==> config.mk <==
export PLATFORM = sky130hd
export DESIGN_NAME = isc_ctl
export DESIGN_NICKNAME = d
export VERILOG_FILES = /design/src/hdl/isc_pkg.sv /design/src/hdl/isc_ctl.sv
export SDC_FILE = /design/constraint.sdc
export NUM_CORES = 1
export LEC_CHECK = 0
export BUFFER_PORTS_ARGS = -buffer_cell sky130_fd_sc_hd__buf_2
export CAP_MARGIN = 10
export CORE_UTILIZATION = 40
export CTS_CLUSTER_DIAMETER = 40
export DETAILED_ROUTE_END_ITERATION = 8
export GPL_TIMING_DRIVEN = 1
export PLACE_DENSITY = 0.67
export SLEW_MARGIN = 20
export SYNTH_ARGS = -nofsm -noshare
export SYNTH_HDL_FRONTEND = slang
export SYNTH_SLANG_ARGS = --single-unit
==> constraint.sdc <==
create_clock -name sys_clk -period 7.8 [get_ports sys_clk]
set_clock_uncertainty 0.2 [all_clocks]
set_input_delay 0.78 -clock sys_clk [delete_from_list [all_inputs] [get_ports sys_clk]]
set_output_delay 0.78 -clock sys_clk [all_outputs]
set_load 0.01 [all_outputs]
==> src/hdl/isc_pkg.sv <==
/*
 * Constants, state encodings and pad carrier for the two-wire bus controller.
 * Assumes a 40 MHz system clock and 32-bit register words on the bus.
 */
package isc_pkg;
	localparam int CLK_MHZ = 40;
	// Master quarter bit period, 100 kHz bus
	localparam int QTR_NS = 2500;
	localparam int QTR_CYC = (QTR_NS * CLK_MHZ + 999) / 1000;
	localparam logic [7:0] QTR_LD = 8'(QTR_CYC - 1);

	localparam logic [4:0] OFS_RCV = 5'h00;
	localparam logic [4:0] OFS_TRN = 5'h04;
	localparam logic [4:0] OFS_CON = 5'h08;
	localparam logic [4:0] OFS_STAT = 5'h0c;
	localparam logic [4:0] OFS_ADD = 5'h10;

	localparam int CB_EN = 15;
	localparam int CB_REL = 12;
	localparam int CB_ALL = 11;
	localparam int CB_A10 = 10;
	localparam int CB_SLW = 9;
	localparam int CB_GC = 7;
	localparam int CB_STR = 6;
	localparam int CB_ACKDT = 5;
	localparam int RQ_ACKEN = 4;
	localparam int RQ_RCEN = 3;
	localparam int RQ_PEN = 2;
	localparam int RQ_RSEN = 1;
	localparam int RQ_SEN = 0;

	localparam int SB_ACKSTAT = 15;
	localparam int SB_MASTER_TX_ACTIVE = 14;
	localparam int SB_ADD10 = 8;
	localparam int SB_IWCOL = 7;
	localparam int SB_OV = 6;
	localparam int SB_RW = 2;
	localparam int SB_RBF = 1;
	localparam int SB_TBF = 0;

	localparam logic [15:0] CON_RST = 16'h1000;
	localparam logic [7:0] TRN_RST = 8'hff;
	localparam logic [4:0] HDR10 = 5'h1e;
	localparam logic [7:0] GC_ADDR = 8'h00;

	typedef enum logic [4:0] {SL_IDLE = 5'h01, SL_ADDR = 5'h02, SL_ADDR2 = 5'h04,
		SL_RX = 5'h08, SL_TX = 5'h10} isc_sl_t;
	typedef enum logic [5:0] {M_IDLE = 6'h01, M_WAIT = 6'h02, M_START = 6'h04,
		M_RSTART = 6'h08, M_STOP = 6'h10, M_BYTE = 6'h20} isc_ms_t;

	typedef struct packed {
		logic scl_o;
		logic scl_oe;
		logic sda_o;
		logic sda_oe;
	} isc_pad_t;
	localparam isc_pad_t PAD_RST = '0;
endpackage

==> src/hdl/isc_ctl.sv <==
/*
 * Two-wire bus controller: slave with clock stretching, 7/10-bit addressing,
 * general call and accept-all, plus a master start/stop/byte engine.
 * Assumes an Avalon-MM master on sys_clk and open-drain pads resolved outside.
 */
// How it works
// - Tx ack with empty buffer clears release
// - Tx stretch ignores stretch_enable, both address widths
// - Buffer loaded before ninth fall: no stretch
// - Software may set scl_release in any cycle without a hardware clear
// - Rx with stretch_enable and full buffer stretches
// - Buffer read before ninth fall: no stretch
// - 10-bit address phase stretches, then per byte
// - Software clear waits for SCL falling edge
// - Hold SCL low until scl_release set
// - Without stretch_enable, writes clearing release ignored
// - Master and slave event flags
// - slew_control_disable turns off slope control
// - all_address_accept_enable accepts every address
// - general_call_enable also matches all-zeros write
// - General call loads buffer, master event
// - Addressed 10-bit slave: restart+read goes transmit
// - Master makes clocks, Start, Stop, Restart
// - Master transmits bytes, receives acknowledge
// - Master receives bytes, sends acknowledge
// - Transmit buffer write starts master shifting
// - master_tx_active while master transmits
// - Own address: ack, slave event, buffer untouched
module isc_ctl (
	input wire logic sys_clk, // System clock
	input wire logic nrst, // Async reset, active low
	input wire logic [4:0] avs_address, // Byte address
	input wire logic avs_read, // Read request
	input wire logic avs_write, // Write request
	input wire logic [31:0] avs_writedata, // Write data
	input wire logic [3:0] avs_byteenable, // Byte lanes
	output logic [31:0] avs_readdata, // Read data
	output logic avs_waitrequest, // Stall
	input wire logic scl_i, // SCL line level
	input wire logic sda_i, // SDA line level
	output isc_pkg::isc_pad_t pad, // Pad drive and enables
	output logic slew_control_disable, // Slope control off
	output logic master_event_flag, // Master event pulse
	output logic slave_event_flag // Slave event pulse
);
	function automatic logic hit(input logic [4:0] a, input logic [4:0] o);
		return a == o;
	endfunction

	logic [1:0] scl_sy, sda_sy;
	logic scl_d, sda_d, scl_s, sda_s, scl_rise, scl_fall, start_c, stop_c;
	logic bus_ack_r, rd, wr_lo, wr_hi;
	logic [31:0] rd_mux;
	logic [15:0] con_r, con_rd, stat_rd;
	logic [9:0] add_r;
	logic [7:0] trn_r, rcv_r;
	logic tbf_r, rbf_r, iwcol_r, ov_r, rel_r, rel_nxt, scl_hold_r, en;
	isc_pkg::isc_sl_t sl_st;
	logic [3:0] sl_bcnt;
	logic [7:0] sl_sh;
	logic sl_sda_low, sl_loaded, sl_ack_rx, sl_pend_s, sl_pend_m, sl_rxd, sl_a10s;
	logic full_address_matched, add10_r, sl_rw;
	logic f8, f9, hdr_ok, own7, gc_hit, all_ok, sl_put, sl_ovf, sl_take, auto_clr;
	isc_pkg::isc_ms_t m_st;
	logic [7:0] m_tmr;
	logic [2:0] m_step;
	logic [3:0] m_bits;
	logic [8:0] m_out;
	logic [7:0] m_in, m_byte_r;
	logic [4:0] m_req;
	logic m_scl_low, m_sda_low, m_mtx, m_mrx, m_done_r, m_put_r, ackstat_r, m_stall, m_take;

	// Line inputs pass two flops; edges compare the second stage with a third flop
	always_ff @(posedge sys_clk or negedge nrst)
	begin
		if (!nrst)
		begin
			scl_sy <= 2'h3;
			sda_sy <= 2'h3;
			scl_d <= 1'b1;
			sda_d <= 1'b1;
		end
		else
		begin
			scl_sy <= {scl_sy[0], scl_i};
			sda_sy <= {sda_sy[0], sda_i};
			scl_d <= scl_sy[1];
			sda_d <= sda_sy[1];
		end
	end
	assign scl_s = scl_sy[1];
	assign sda_s = sda_sy[1];
	assign scl_rise = scl_s & ~scl_d;
	assign scl_fall = ~scl_s & scl_d;
	assign start_c = scl_s & scl_d & sda_d & ~sda_s;
	assign stop_c = scl_s & scl_d & ~sda_d & sda_s;
	assign en = con_r[isc_pkg::CB_EN];

	// One wait state on every access
	assign avs_waitrequest = (avs_read | avs_write) & ~bus_ack_r;
	assign rd = avs_read & bus_ack_r;
	assign wr_lo = avs_write & bus_ack_r & avs_byteenable[0];
	assign wr_hi = avs_write & bus_ack_r & avs_byteenable[1];
	always_ff @(posedge sys_clk or negedge nrst)
	begin
		if (!nrst)
		begin
			bus_ack_r <= 1'b0;
			avs_readdata <= '0;
		end
		else
		begin
			bus_ack_r <= (avs_read | avs_write) & ~bus_ack_r;
			if (avs_read & ~bus_ack_r)
				avs_readdata <= rd_mux;
		end
	end

	assign con_rd = {con_r[15:13], rel_r, con_r[11:5], m_req};
	always_comb
	begin
		stat_rd = '0;
		stat_rd[isc_pkg::SB_ACKSTAT] = ackstat_r;
		stat_rd[isc_pkg::SB_MASTER_TX_ACTIVE] = (m_st == isc_pkg::M_BYTE) & m_mtx;
		stat_rd[isc_pkg::SB_ADD10] = add10_r;
		stat_rd[isc_pkg::SB_IWCOL] = iwcol_r;
		stat_rd[isc_pkg::SB_OV] = ov_r;
		stat_rd[isc_pkg::SB_RW] = sl_rw;
		stat_rd[isc_pkg::SB_RBF] = rbf_r;
		stat_rd[isc_pkg::SB_TBF] = tbf_r;
	end
	always_comb
	begin
		rd_mux = '0;
		if (hit(avs_address, isc_pkg::OFS_RCV))
			rd_mux[7:0] = rcv_r;
		else if (hit(avs_address, isc_pkg::OFS_TRN))
			rd_mux[7:0] = trn_r;
		else if (hit(avs_address, isc_pkg::OFS_CON))
			rd_mux[15:0] = con_rd;
		else if (hit(avs_address, isc_pkg::OFS_STAT))
			rd_mux[15:0] = stat_rd;
		else if (hit(avs_address, isc_pkg::OFS_ADD))
			rd_mux[9:0] = add_r;
	end

	always_ff @(posedge sys_clk or negedge nrst)
	begin
		if (!nrst)
		begin
			con_r <= isc_pkg::CON_RST;
			add_r <= '0;
		end
		else
		begin
			if (wr_lo & hit(avs_address, isc_pkg::OFS_CON))
				con_r[7:0] <= avs_writedata[7:0];
			if (wr_hi & hit(avs_address, isc_pkg::OFS_CON))
				con_r[15:8] <= avs_writedata[15:8];
			if (wr_lo & hit(avs_address, isc_pkg::OFS_ADD))
				add_r[7:0] <= avs_writedata[7:0];
			if (wr_hi & hit(avs_address, isc_pkg::OFS_ADD))
				add_r[9:8] <= avs_writedata[9:8];
		end
	end
	assign slew_control_disable = con_r[isc_pkg::CB_SLW];

	// Transmit buffer; a write while full is dropped and flagged
	always_ff @(posedge sys_clk or negedge nrst)
	begin
		if (!nrst)
		begin
			trn_r <= isc_pkg::TRN_RST;
			tbf_r <= 1'b0;
			iwcol_r <= 1'b0;
		end
		else
		begin
			if (wr_lo & hit(avs_address, isc_pkg::OFS_TRN))
			begin
				if (tbf_r)
					iwcol_r <= 1'b1;
				else
				begin
					trn_r <= avs_writedata[7:0];
					tbf_r <= 1'b1;
				end
			end
			else if (sl_take | m_take)
				tbf_r <= 1'b0;
			if (wr_lo & hit(avs_address, isc_pkg::OFS_STAT) & ~avs_writedata[isc_pkg::SB_IWCOL])
				iwcol_r <= 1'b0;
		end
	end

	// Receive buffer; a load wins over a clearing read
	assign sl_put = f8 & (((sl_st == isc_pkg::SL_RX) & ~rbf_r) | gc_hit);
	assign sl_ovf = f8 & (sl_st == isc_pkg::SL_RX) & rbf_r;
	always_ff @(posedge sys_clk or negedge nrst)
	begin
		if (!nrst)
		begin
			rcv_r <= '0;
			rbf_r <= 1'b0;
			ov_r <= 1'b0;
		end
		else
		begin
			if (sl_put)
			begin
				rcv_r <= sl_sh;
				rbf_r <= 1'b1;
			end
			else if (m_put_r)
			begin
				rcv_r <= m_byte_r;
				rbf_r <= 1'b1;
			end
			else if (rd & hit(avs_address, isc_pkg::OFS_RCV))
				rbf_r <= 1'b0;
			if (sl_ovf)
				ov_r <= 1'b1;
			else if (wr_lo & hit(avs_address, isc_pkg::OFS_STAT) & ~avs_writedata[isc_pkg::SB_OV])
				ov_r <= 1'b0;
		end
	end

	assign f8 = scl_fall & (sl_bcnt == 4'h8);
	assign f9 = scl_fall & (sl_bcnt == 4'h9);
	assign hdr_ok = (sl_sh[7:3] == isc_pkg::HDR10) & (sl_sh[2:1] == add_r[9:8]);
	assign own7 = sl_sh[7:1] == add_r[6:0];
	assign all_ok = con_r[isc_pkg::CB_ALL];
	assign gc_hit = con_r[isc_pkg::CB_GC] & (sl_sh == isc_pkg::GC_ADDR) & (sl_st == isc_pkg::SL_ADDR);
	assign sl_take = (sl_st == isc_pkg::SL_TX) & ~sl_loaded & tbf_r & (sl_bcnt == 4'h0) & ~scl_s;

	always_ff @(posedge sys_clk or negedge nrst)
	begin
		if (!nrst)
		begin
			sl_st <= isc_pkg::SL_IDLE;
			sl_bcnt <= '0;
			sl_sh <= '0;
			sl_sda_low <= 1'b0;
			sl_loaded <= 1'b0;
			sl_ack_rx <= 1'b0;
			sl_pend_s <= 1'b0;
			sl_pend_m <= 1'b0;
			sl_rxd <= 1'b0;
			sl_a10s <= 1'b0;
			sl_rw <= 1'b0;
			full_address_matched <= 1'b0;
			add10_r <= 1'b0;
		end
		else if (!en | stop_c)
		begin
			sl_st <= isc_pkg::SL_IDLE;
			sl_bcnt <= '0;
			sl_sda_low <= 1'b0;
			full_address_matched <= 1'b0;
		end
		else if (start_c)
		begin
			sl_st <= isc_pkg::SL_ADDR;
			sl_bcnt <= '0;
			sl_sda_low <= 1'b0;
		end
		else
		begin
			if (scl_rise & (sl_st != isc_pkg::SL_IDLE))
			begin
				if (sl_bcnt < 4'h8)
				begin
					sl_sh <= {sl_sh[6:0], sda_s};
					sl_bcnt <= sl_bcnt + 4'h1;
				end
				else if (sl_bcnt == 4'h8)
				begin
					sl_ack_rx <= ~sda_s;
					sl_bcnt <= 4'h9;
				end
			end
			if (f8)
			begin
				sl_rxd <= 1'b0;
				sl_a10s <= 1'b0;
				sl_pend_s <= 1'b1;
				sl_sda_low <= 1'b1;
				case (sl_st)
					isc_pkg::SL_ADDR:
					begin
						sl_rw <= sl_sh[0];
						if (gc_hit)
						begin
							sl_st <= isc_pkg::SL_RX;
							sl_pend_s <= 1'b0;
							sl_pend_m <= 1'b1;
						end
						else if (con_r[isc_pkg::CB_A10] & hdr_ok & sl_sh[0] & full_address_matched)
							sl_st <= isc_pkg::SL_TX;
						else if (con_r[isc_pkg::CB_A10] & hdr_ok & ~sl_sh[0])
						begin
							sl_st <= isc_pkg::SL_ADDR2;
							sl_a10s <= 1'b1;
						end
						else if ((~con_r[isc_pkg::CB_A10] & own7) | all_ok)
							sl_st <= sl_sh[0] ? isc_pkg::SL_TX : isc_pkg::SL_RX;
						else
						begin
							sl_st <= isc_pkg::SL_IDLE;
							sl_pend_s <= 1'b0;
							sl_sda_low <= 1'b0;
							add10_r <= 1'b0;
						end
					end
					isc_pkg::SL_ADDR2:
					begin
						if ((sl_sh == add_r[7:0]) | all_ok)
						begin
							sl_st <= isc_pkg::SL_RX;
							full_address_matched <= 1'b1;
							add10_r <= 1'b1;
							sl_a10s <= 1'b1;
						end
						else
						begin
							sl_st <= isc_pkg::SL_IDLE;
							sl_pend_s <= 1'b0;
							sl_sda_low <= 1'b0;
							full_address_matched <= 1'b0;
							add10_r <= 1'b0;
						end
					end
					isc_pkg::SL_RX:
					begin
						sl_sda_low <= ~rbf_r;
						sl_rxd <= 1'b1;
					end
					default:
						sl_sda_low <= 1'b0;
				endcase
			end
			else if (f9)
			begin
				sl_bcnt <= '0;
				sl_pend_s <= 1'b0;
				sl_pend_m <= 1'b0;
				sl_sda_low <= 1'b0;
				sl_loaded <= 1'b0;
				if ((sl_st == isc_pkg::SL_TX) & ~sl_ack_rx)
					sl_st <= isc_pkg::SL_IDLE;
			end
			else if (scl_fall & (sl_st == isc_pkg::SL_TX) & (sl_bcnt != 4'h0))
				sl_sda_low <= ~sl_sh[7];
			else if (sl_take)
			begin
				sl_sh <= trn_r;
				sl_sda_low <= ~trn_r[7];
				sl_loaded <= 1'b1;
			end
		end
	end

	// Stretch decision at the ninth falling edge; hardware clear beats a set
	assign auto_clr = en & f9 & (((sl_st == isc_pkg::SL_TX) & sl_ack_rx & ~tbf_r)
		| (con_r[isc_pkg::CB_STR] & ((sl_rxd & rbf_r) | sl_a10s)));
	always_comb
	begin
		rel_nxt = rel_r;
		if (auto_clr)
			rel_nxt = 1'b0;
		else if (wr_hi & hit(avs_address, isc_pkg::OFS_CON))
		begin
			if (avs_writedata[isc_pkg::CB_REL])
				rel_nxt = 1'b1;
			else if (con_r[isc_pkg::CB_STR])
				rel_nxt = 1'b0;
		end
	end
	always_ff @(posedge sys_clk or negedge nrst)
	begin
		if (!nrst)
		begin
			rel_r <= 1'b1;
			scl_hold_r <= 1'b0;
		end
		else
		begin
			rel_r <= rel_nxt;
			// Pull only after a seen falling edge, never cutting a high phase
			scl_hold_r <= en & ~rel_nxt & (scl_hold_r | scl_fall);
		end
	end

	// Master engine: quarter-period steps, stalls while others hold SCL
	assign m_stall = ~scl_s & (((m_st == isc_pkg::M_RSTART) & (m_step == 3'h2))
		| ((m_st == isc_pkg::M_STOP) & (m_step == 3'h2)) | ((m_st == isc_pkg::M_BYTE) & (m_step == 3'h2)));
	assign m_take = (m_st == isc_pkg::M_WAIT) & ~m_req[isc_pkg::RQ_RSEN] & ~m_req[isc_pkg::RQ_PEN] & tbf_r;
	always_ff @(posedge sys_clk or negedge nrst)
	begin
		if (!nrst)
		begin
			m_st <= isc_pkg::M_IDLE;
			m_tmr <= '0;
			m_step <= '0;
			m_bits <= '0;
			m_out <= '0;
			m_in <= '0;
			m_byte_r <= '0;
			m_req <= '0;
			m_scl_low <= 1'b0;
			m_sda_low <= 1'b0;
			m_mtx <= 1'b0;
			m_mrx <= 1'b0;
			m_done_r <= 1'b0;
			m_put_r <= 1'b0;
			ackstat_r <= 1'b0;
		end
		else
		begin
			m_done_r <= 1'b0;
			m_put_r <= 1'b0;
			if (wr_lo & hit(avs_address, isc_pkg::OFS_CON))
				m_req <= m_req | avs_writedata[4:0];
			if (!en)
			begin
				m_st <= isc_pkg::M_IDLE;
				m_req <= '0;
				m_scl_low <= 1'b0;
				m_sda_low <= 1'b0;
			end
			else
			case (m_st)
				isc_pkg::M_IDLE:
				begin
					m_tmr <= isc_pkg::QTR_LD;
					m_step <= '0;
					if (m_req[isc_pkg::RQ_SEN])
						m_st <= isc_pkg::M_START;
				end
				isc_pkg::M_WAIT:
				begin
					m_tmr <= isc_pkg::QTR_LD;
					m_step <= '0;
					if (m_req[isc_pkg::RQ_RSEN])
						m_st <= isc_pkg::M_RSTART;
					else if (m_req[isc_pkg::RQ_PEN])
						m_st <= isc_pkg::M_STOP;
					else if (m_take)
					begin
						m_st <= isc_pkg::M_BYTE;
						m_out <= {trn_r, 1'b1};
						m_bits <= 4'h9;
						m_mtx <= 1'b1;
					end
					else if (m_req[isc_pkg::RQ_RCEN] | m_req[isc_pkg::RQ_ACKEN])
					begin
						m_st <= isc_pkg::M_BYTE;
						m_mrx <= m_req[isc_pkg::RQ_RCEN];
						m_out <= m_req[isc_pkg::RQ_RCEN] ? 9'h1ff : {con_r[isc_pkg::CB_ACKDT], 8'hff};
						m_bits <= m_req[isc_pkg::RQ_RCEN] ? 4'h8 : 4'h1;
					end
				end
				default:
				begin
					if (m_tmr != 8'h00)
						m_tmr <= m_tmr - 8'h01;
					else if (!m_stall)
					begin
						m_tmr <= isc_pkg::QTR_LD;
						m_step <= m_step + 3'h1;
						case (m_st)
							isc_pkg::M_START:
								case (m_step)
									3'h0: m_sda_low <= 1'b1;
									3'h1: m_scl_low <= 1'b1;
									default:
									begin
										m_st <= isc_pkg::M_WAIT;
										m_done_r <= 1'b1;
										m_req[isc_pkg::RQ_SEN] <= 1'b0;
									end
								endcase
							isc_pkg::M_RSTART:
								case (m_step)
									3'h0: m_sda_low <= 1'b0;
									3'h1: m_scl_low <= 1'b0;
									3'h2: m_sda_low <= 1'b1;
									3'h3: m_scl_low <= 1'b1;
									default:
									begin
										m_st <= isc_pkg::M_WAIT;
										m_done_r <= 1'b1;
										m_req[isc_pkg::RQ_RSEN] <= 1'b0;
									end
								endcase
							isc_pkg::M_STOP:
								case (m_step)
									3'h0: m_sda_low <= 1'b1;
									3'h1: m_scl_low <= 1'b0;
									3'h2: m_sda_low <= 1'b0;
									default:
									begin
										m_st <= isc_pkg::M_IDLE;
										m_done_r <= 1'b1;
										m_req[isc_pkg::RQ_PEN] <= 1'b0;
									end
								endcase
							default:
								case (m_step)
									3'h0: m_sda_low <= ~m_out[8];
									3'h1: m_scl_low <= 1'b0;
									default:
									begin
										m_scl_low <= 1'b1;
										m_step <= '0;
										m_out <= {m_out[7:0], 1'b1};
										m_in <= {m_in[6:0], sda_s};
										m_bits <= m_bits - 4'h1;
										if (m_bits == 4'h1)
										begin
											m_st <= isc_pkg::M_WAIT;
											m_done_r <= 1'b1;
											m_sda_low <= 1'b0;
											m_mtx <= 1'b0;
											m_mrx <= 1'b0;
											m_req[isc_pkg::RQ_RCEN] <= 1'b0;
											m_req[isc_pkg::RQ_ACKEN] <= 1'b0;
											if (m_mtx)
												ackstat_r <= sda_s;
											if (m_mrx)
											begin
												m_put_r <= 1'b1;
												m_byte_r <= {m_in[6:0], sda_s};
											end
										end
									end
								endcase
						endcase
					end
				end
			endcase
		end
	end

	always_ff @(posedge sys_clk or negedge nrst)
	begin
		if (!nrst)
		begin
			pad <= isc_pkg::PAD_RST;
			master_event_flag <= 1'b0;
			slave_event_flag <= 1'b0;
		end
		else
		begin
			pad.scl_oe <= m_scl_low | scl_hold_r;
			pad.sda_oe <= m_sda_low | sl_sda_low;
			pad.scl_o <= 1'b0;
			pad.sda_o <= 1'b0;
			master_event_flag <= m_done_r | (f9 & sl_pend_m);
			slave_event_flag <= f9 & sl_pend_s;
		end
	end

	a_tx_stretch: assert property (@(posedge sys_clk) disable iff (!nrst)
		en && f9 && sl_st == isc_pkg::SL_TX && sl_ack_rx && !tbf_r |=> !rel_r ##1 scl_hold_r)
		else $error("tx stretch missing");
	a_tx_nostr: assert property (@(posedge sys_clk) disable iff (!nrst)
		f9 && sl_st == isc_pkg::SL_TX && tbf_r && rel_r && !avs_write |=> rel_r)
		else $error("tx stretched with full buffer");
	a_rx_stretch: assert property (@(posedge sys_clk) disable iff (!nrst)
		en && f9 && sl_rxd && rbf_r && con_r[isc_pkg::CB_STR] |=> !rel_r)
		else $error("rx stretch missing");
	a_rel_ignore: assert property (@(posedge sys_clk) disable iff (!nrst)
		wr_hi && hit(avs_address, isc_pkg::OFS_CON) && !con_r[isc_pkg::CB_STR] && !auto_clr
		&& !avs_writedata[isc_pkg::CB_REL] |=> rel_r == $past(rel_r))
		else $error("release changed without stretch enable");
	a_rel_set: assert property (@(posedge sys_clk) disable iff (!nrst)
		wr_hi && hit(avs_address, isc_pkg::OFS_CON) && avs_writedata[isc_pkg::CB_REL] && !auto_clr |=> rel_r)
		else $error("release set lost");
	a_hold_sync: assert property (@(posedge sys_clk) disable iff (!nrst)
		$rose(scl_hold_r) |-> $past(scl_fall) && !scl_d)
		else $error("hold without falling edge");
	a_hold_keep: assert property (@(posedge sys_clk) disable iff (!nrst)
		scl_hold_r && en |=> pad.scl_oe && (scl_hold_r || rel_r))
		else $error("scl not held");
	a_gc_load: assert property (@(posedge sys_clk) disable iff (!nrst)
		en && f8 && gc_hit |=> rbf_r && rcv_r == isc_pkg::GC_ADDR ##[1:600] master_event_flag)
		else $error("general call not handled");
	a_slv_event: assert property (@(posedge sys_clk) disable iff (!nrst)
		en && f9 && sl_pend_s |=> slave_event_flag)
		else $error("slave event missing");
	a_pad_low: assert property (@(posedge sys_clk) disable iff (!nrst)
		!pad.scl_o && !pad.sda_o)
		else $error("pad driven high");
endmodule // isc_ctl

=== Word-level counts from Yosys, hierarchy flattened ===
Cells that the tools add are included.

* Register bits: 159
* Input port bits: 47

* $add $sub $neg: 4
* Order comparisons: 1
* Equality and inequality tests: 68
* Multiplexer cells: 192
* Bitwise operators: 107
* Reductions and logical operators: 50

{| class="wikitable"
|+ Operators with widths
! kind !! number
|-
| 2-to-1 mux 8 bit || 15
|-
| 2-to-1 mux 1 bit || 92
|-
| 2-to-1 mux 6 bit || 14
|-
| 2-to-1 mux 9 bit || 9
|-
| 2-to-1 mux 5 bit || 15
|-
| 2-to-1 mux 4 bit || 17
|-
| AND 1 bit || 62
|-
| AND reduction 8 bit || 4
|-
| inequality test 2 bit (second input constant) || 15
|-
| NOT 1 bit || 29
|-
| nonzero test 2 bit || 11
|-
| 2-to-1 mux 10 bit || 2
|-
| case mux 1 bit (2 select lines) || 10
|-
| case mux 6 bit (3 select lines) || 1
|-
| case mux 9 bit (2 select lines) || 1
|-
| AND reduction 9 bit || 2
|-
| 2-to-1 mux 16 bit || 1
|-
| equality test 5 x 4 -> 1 bit (second input constant) || 3
|-
| equality test 5 bit (second input constant) || 3
|-
| 2-to-1 mux 3 bit || 5
|-
| inequality test 5 x 4 -> 1 bit (second input constant) || 3
|-
| bitwise OR 1 bit || 15
|-
| AND reduction 3 bit || 5
|-
| AND reduction 5 bit || 3
|-
| 55 further kinds || 85
|}

=== Depth between registers and ports, before layout ===
* Depth in word-level cells: 11
* Mapped depth: 9

=== Worst setup path after synthesis ===
OpenSTA, ideal clock, no wires.

* Kind: reg-to-reg
* From: reg m_st[3]
* To: reg m_st[1]
* Data arrival time: 2.244 ns
* Data required time: 7.475 ns
* Setup slack: 5.231 ns
* Stages on the path, launching flop included: 9
* Buffers on the path: 2
* Clock period less this slack: 2.569 ns
* Path through: dfrtp_1 buf_6 or4_4 buf_6 nor2_8 nand2_2 o32a_1 o211ai_4 mux2_4

* Word-level cells in the longest chain between the ends: 9
* Elaborated cells between the ends (all ways): 33

{| class="wikitable"
|+ RTL lines
! what !! RTL line !! text
|-
| start, declared || isc_ctl.sv:64 || <nowiki>isc_pkg::isc_ms_t m_st;</nowiki>
|-
| start signal, assigned || isc_ctl.sv:402 || <nowiki>m_st <= isc_pkg::M_IDLE;</nowiki>
|-
| start signal, assigned || isc_ctl.sv:426 || <nowiki>m_st <= isc_pkg::M_IDLE;</nowiki>
|-
| start signal, assigned || isc_ctl.sv:438 || <nowiki>m_st <= isc_pkg::M_START;</nowiki>
|-
| equality test 6 x 2 -> 1 bit || isc_ctl.sv:397, isc_ctl.sv:432 ||
|-
| AND 1 bit (3 in a row) || isc_ctl.sv:397 || <nowiki>assign m_take = (m_st == isc_pkg::M_WAIT) & ~m_req[isc_pkg::RQ_RSEN] & ~m_req[isc_pkg::RQ_PEN] & tbf_r;</nowiki>
|-
| 2-to-1 mux 6 bit || isc_ctl.sv:448 || <nowiki>else if (m_take)</nowiki>
|-
| 2-to-1 mux 6 bit || isc_ctl.sv:446 || <nowiki>else if (m_req[isc_pkg::RQ_PEN])</nowiki>
|-
| 2-to-1 mux 6 bit || isc_ctl.sv:444 || <nowiki>if (m_req[isc_pkg::RQ_RSEN])</nowiki>
|-
| case mux 6 bit (2 select lines) || isc_ctl.sv:432 || <nowiki>case (m_st)</nowiki>
|-
| 2-to-1 mux 6 bit || isc_ctl.sv:424 || <nowiki>if (!en)</nowiki>
|}

Parallel ways exist; a longest one is shown, timed or not. The select of a mux whose other input is x is not followed.
A chain may end at the register's enable or synchronous reset.

=== Final worst setup path ===
* From: reg m_step[0]
* To: reg m_byte_r[5]

* Word-level cells in the longest chain between the ends: 7
* Elaborated cells between the ends (all ways): 13

{| class="wikitable"
|+ RTL lines
! what !! RTL line !! text
|-
| start, declared || isc_ctl.sv:66 || <nowiki>logic [2:0] m_step;</nowiki>
|-
| start signal, assigned || isc_ctl.sv:470 || <nowiki>m_step <= m_step + 3'h1;</nowiki>
|-
| equality test 3 x 2 -> 1 bit || isc_ctl.sv:395, isc_ctl.sv:396 ||
|-
| AND 1 bit (on tied branches) || isc_ctl.sv:395, isc_ctl.sv:396 ||
|-
| bitwise OR 1 bit (2 in a row) || isc_ctl.sv:396 || <nowiki>| ((m_st == isc_pkg::M_STOP) & (m_step == 3'h2)) | ((m_st == isc_pkg::M_BYTE) & (m_step == 3'h2)));</nowiki>
|-
| AND 1 bit || isc_ctl.sv:395 || <nowiki>assign m_stall = ~scl_s & (((m_st == isc_pkg::M_RSTART) & (m_step == 3'h2))</nowiki>
|-
| NOT 1 bit (no line) || -- ||
|-
| AND reduction 8 bit (no line) * || -- ||
|-
| end signal, assigned || isc_ctl.sv:533 || <nowiki>m_byte_r <= {m_in[6:0], sda_s};</nowiki>
|-
| end, declared || isc_ctl.sv:69 || <nowiki>logic [7:0] m_in, m_byte_r;</nowiki>
|}

Mark *: on every way between the ends. The rest lies on a longest branch, timed or not.

==> results.txt <==
The clock passes through at most 2 buffers. In this run the vertical extent of the chip is 143 um. The count of pins over their slew limit came out at 0. The time the final worst path needs with I/O delays and setup came out at 3130 ps.

For the cell total after placement, the log shows 1088. The first global-routing pass estimated 32800 um of wire. sky130_fd_sc_hd__dfrtp_1 is the most common cell in the netlist. The final count of hold timing violations was 0.

The ratio of cells with drive above 1 in the final layout was 19.9%. For this run, the number of Yosys warnings is 0. The average wire per cell in the routed design is 17.8 um. The critical path is of the flip-flop to flip-flop type. For the worst setup path, the data required time is 7920 ps.

The die covers 20500 um^2. The number of port buffers works out to 50. The global-route total usage across every layer came out at 21.1%.

TritonCTS built the clock tree. The logs give 40.9% for the initial cell density of the core and 0 ps for the total negative setup slack. Across the run, the number of max-cap violations was 0. For this run, the detailed router's first-pass iteration total came to 5.

Using the TritonRoute via totals, the vias-per-cell ratio works out to 5.57. The number of sinks handled by clock tree synthesis is 153, and the fraction of registers with async set/reset is 100%. The endpoint identified for the worst register-to-register timing path is m_byte_r[5]. The critical-path cell with the highest stage delay was sky130_fd_sc_hd__nor3_2.

The synthesized design devotes to its leading area cell type 42.7% of total area. The power per cell area works out to 302 nW/um^2. The most common flop cell mapped by yosys was sky130_fd_sc_hd__dfrtp_1.

The run finished with clean final reports. The reported leakage power is 3.95 nW, and the cell depth of the worst min-delay path is 0. For hold timing, the worst endpoint is sda_sy[1]. Aggregate routed wire length: 20000 um. Entering global routing, the biggest net connects 79 pins. The number of register bits inferred by synthesis works out to 153. STA classifies the critical path startpoint as a flip-flop.

For the number of non-filler instances in the completed layout, the log shows 1120. Setup violations remaining at the end of the flow were counted as 0. STA classifies the critical path endpoint as a flip-flop. Static timing analysis puts the maximum clock frequency at 0.320 GHz. The classification of the worst-slack hold path is flip-flop to flip-flop. The logs give 484 for the initial detailed-routing violation count and 0.855 for the last weighted congestion value of the routability-driven placer. The H-tree generated during clock tree synthesis spans 4 levels. Dividing the final minimum period by the clock period gives 40.1%. The tools report the arrival time at the worst endpoint as 3250 ps. The register area share after synthesis is 48.3%.

The tools report the initial antenna violation count as 0. Of all nets on the critical path, the largest fanout is 9. Setup repair after global routing left no endpoint under its margin.

The number of gates resized after CTS was 0. After synthesis, the most frequently instantiated cells are sky130_fd_sc_hd__dfrtp_1, sky130_fd_sc_hd__nand2_1, sky130_fd_sc_hd__o21ai_0. The final global-route overflow total was 0; the depth of the worst register-to-register path was 6. The post-CTS setup buffer count was 0; the final core utilization was 46.0%.

The clock insertion delay at the later pin of the skew report was 430 ps. The largest single stage delay on the critical path is 810 ps. For the post-synthesis instance area, the log shows 7970 um^2.

Summed over all instances, the cell type with the most area after synthesis is sky130_fd_sc_hd__dfrtp_1. The total area inside the core boundary comes to 19500 um^2. For this run, design rule violations remaining after detail routing come to 0.

For the top-level I/O count, the log shows 87. The area growth from synthesis to layout is 12.5%. VDD sags by at most 0.192 mV.

In this run, synthesis inferred 0 flip-flops with an integrated enable. The run gives 6024 as the via count of the first global-routing pass. Clock-pin slew was measured on the worst setup and hold paths at 70 ps. The tree is rooted in a sky130_fd_sc_hd__clkbuf_16.

From left edge to right edge, the die measures 143 um. The worst hold path begins at sda_sy[0]. Walking the worst path, the cells encountered are inv_1 -> ha_1 -> o21ai_0 -> nand3_1 -> nor3_2 -> mux2_2.

The run gives 75 as the number of distinct library cells after synthesis. The worst relative slew slack came out at 35.1%. The post-layout net count was 901; the number of hold-repair buffers added at the cts stage was 0.

Counting the buffers created by CTS gives 17. For the pin with the worst max-slew slack, the measured transition is 974 ps. The HPWL after detailed placement is 14200 um. The count of antenna diodes in the layout was 0. Number of routed nets with antenna violations: 0.

The tools report the number of vias after detailed routing as 6241. Yosys attributes the largest share of cell area to sky130_fd_sc_hd__dfrtp_1, sky130_fd_sc_hd__mux2_2, sky130_fd_sc_hd__dfstp_2. The floorplan has 51 rows. The average size of a mapped cell was 9.87 um^2.

The setup check on the worst reg-to-reg path leaves a slack of 4670 ps. In this run the critical register-to-register path is launched from m_step[0]. The number of instances in the synthesized netlist was 807.
logic make-up after synthesis:
group	Yosys count	share of synthesized area, %
simple gates	267	16.8
compound gates	211	17.0
flops	153	48.3
buf+inv	78	4.77
mux	63	8.73
xor+xnor	22	2.42
fa+ha+maj	12	1.88
other cells	1	0.0471
metal layers:
metal | track usage, % | share of wire [%] | vias up | wire, um
met3 | 4.12 | 5.2 | 35 | 1040
li1 | - | - | 2942 | -
met4 | 8.55 | 2.1 | 0 | 414
met2 | 32.7 | 46 | 202 | 9210
met5 | 0 | 0 | - | 0
met1 | 29.0 | 47 | 3062 | 9310
worst max-delay path, delay by kind of cell (launching register included):
kind	cells	cell delay, ps
AOI/OAI and AO/OA	1	530
adders and majority gates	1	230
buffers and inverters	1	90
DFF	1	420
muxes	1	410
and+or+nand+nor	2	1130
cells in the final DEF, fill, tap and decap left out, types with 21 or more instances in the layout:
| master | Yosys | layout |
|---|---|---|
| sky130_fd_sc_hd__buf_2 | 4 | 49 |
| sky130_fd_sc_hd__xor2_1 | 21 | 21 |
| sky130_fd_sc_hd__o21ai_0 | 73 | 73 |
| sky130_fd_sc_hd__mux2_2 | 44 | 44 |
| sky130_fd_sc_hd__nand2_1 | 83 | 83 |
| sky130_fd_sc_hd__a21oi_1 | 39 | 39 |
| sky130_fd_sc_hd__nor2_1 | 66 | 66 |
| sky130_fd_sc_hd__inv_1 | 22 | 22 |
| sky130_fd_sc_hd__dfrtp_1 | 136 | 136 |
how the worst max path moves through the flow:
stage | startpoint | depth (start not counted) | slack (ps) | to
after floorplan | m_st[3] | 8 | 5230 | m_st[1]
after global placement | avs_address[1] | 7 | 4230 | scl_hold_r
after detailed placement | avs_address[1] | 7 | 4220 | scl_hold_r
after CTS | avs_address[1] | 7 | 4680 | scl_hold_r
after global routing | m_step[0] | 6 | 4450 | m_byte_r[0]
final | m_step[0] | 6 | 4670 | m_byte_r[5]
area by class of cell:
class / count / area [um^2]
clock buffer: 17 / 425
clock inverter: 15 / 179
fill: 1874 / 10500
inverter: 23 / 86.3
multi-input combinational: 593 / 3800
sequential: 153 / 3850
tap: 265 / 332
timing repair buffer: 54 / 287
per-stage QoR:
stage | instance area, um^2 | setup slack (ps) | hold slack, ps | total power (W)
final | 8960 | 4670 | 156 | 0.00270
after CTS | 8960 | 4680 | 158 | 0.00271
after floorplan | 8030 | 5230 | 145 | 0.00165
after global routing | 8960 | 4450 | 159 | 0.00286
after detailed placement | 8360 | 4220 | 148 | 0.00185
after global placement | 8360 | 4230 | 147 | 0.00183
flip-flops by register name, summed over array words and instances, names as in the netlist, 6 cells and up:
register and cells:
avs_readdata 16, add_r 10, con_r 10, m_out 9
m_byte_r 8, m_tmr 8, rcv_r 8, sl_sh 8
trn_r 8, m_in 7, m_st 6
report_power, final:
part | internal, W | leakage [nW] | switching (W) | total, W
registers | 0.000930 | 1.95 | 0.000166 | 0.00110
clock network | 0.000485 | 0.290 | 0.000375 | 0.000860
logic | 0.000296 | 1.71 | 0.000453 | 0.000749
Note: power is estimated with default switching activity, not from simulation.
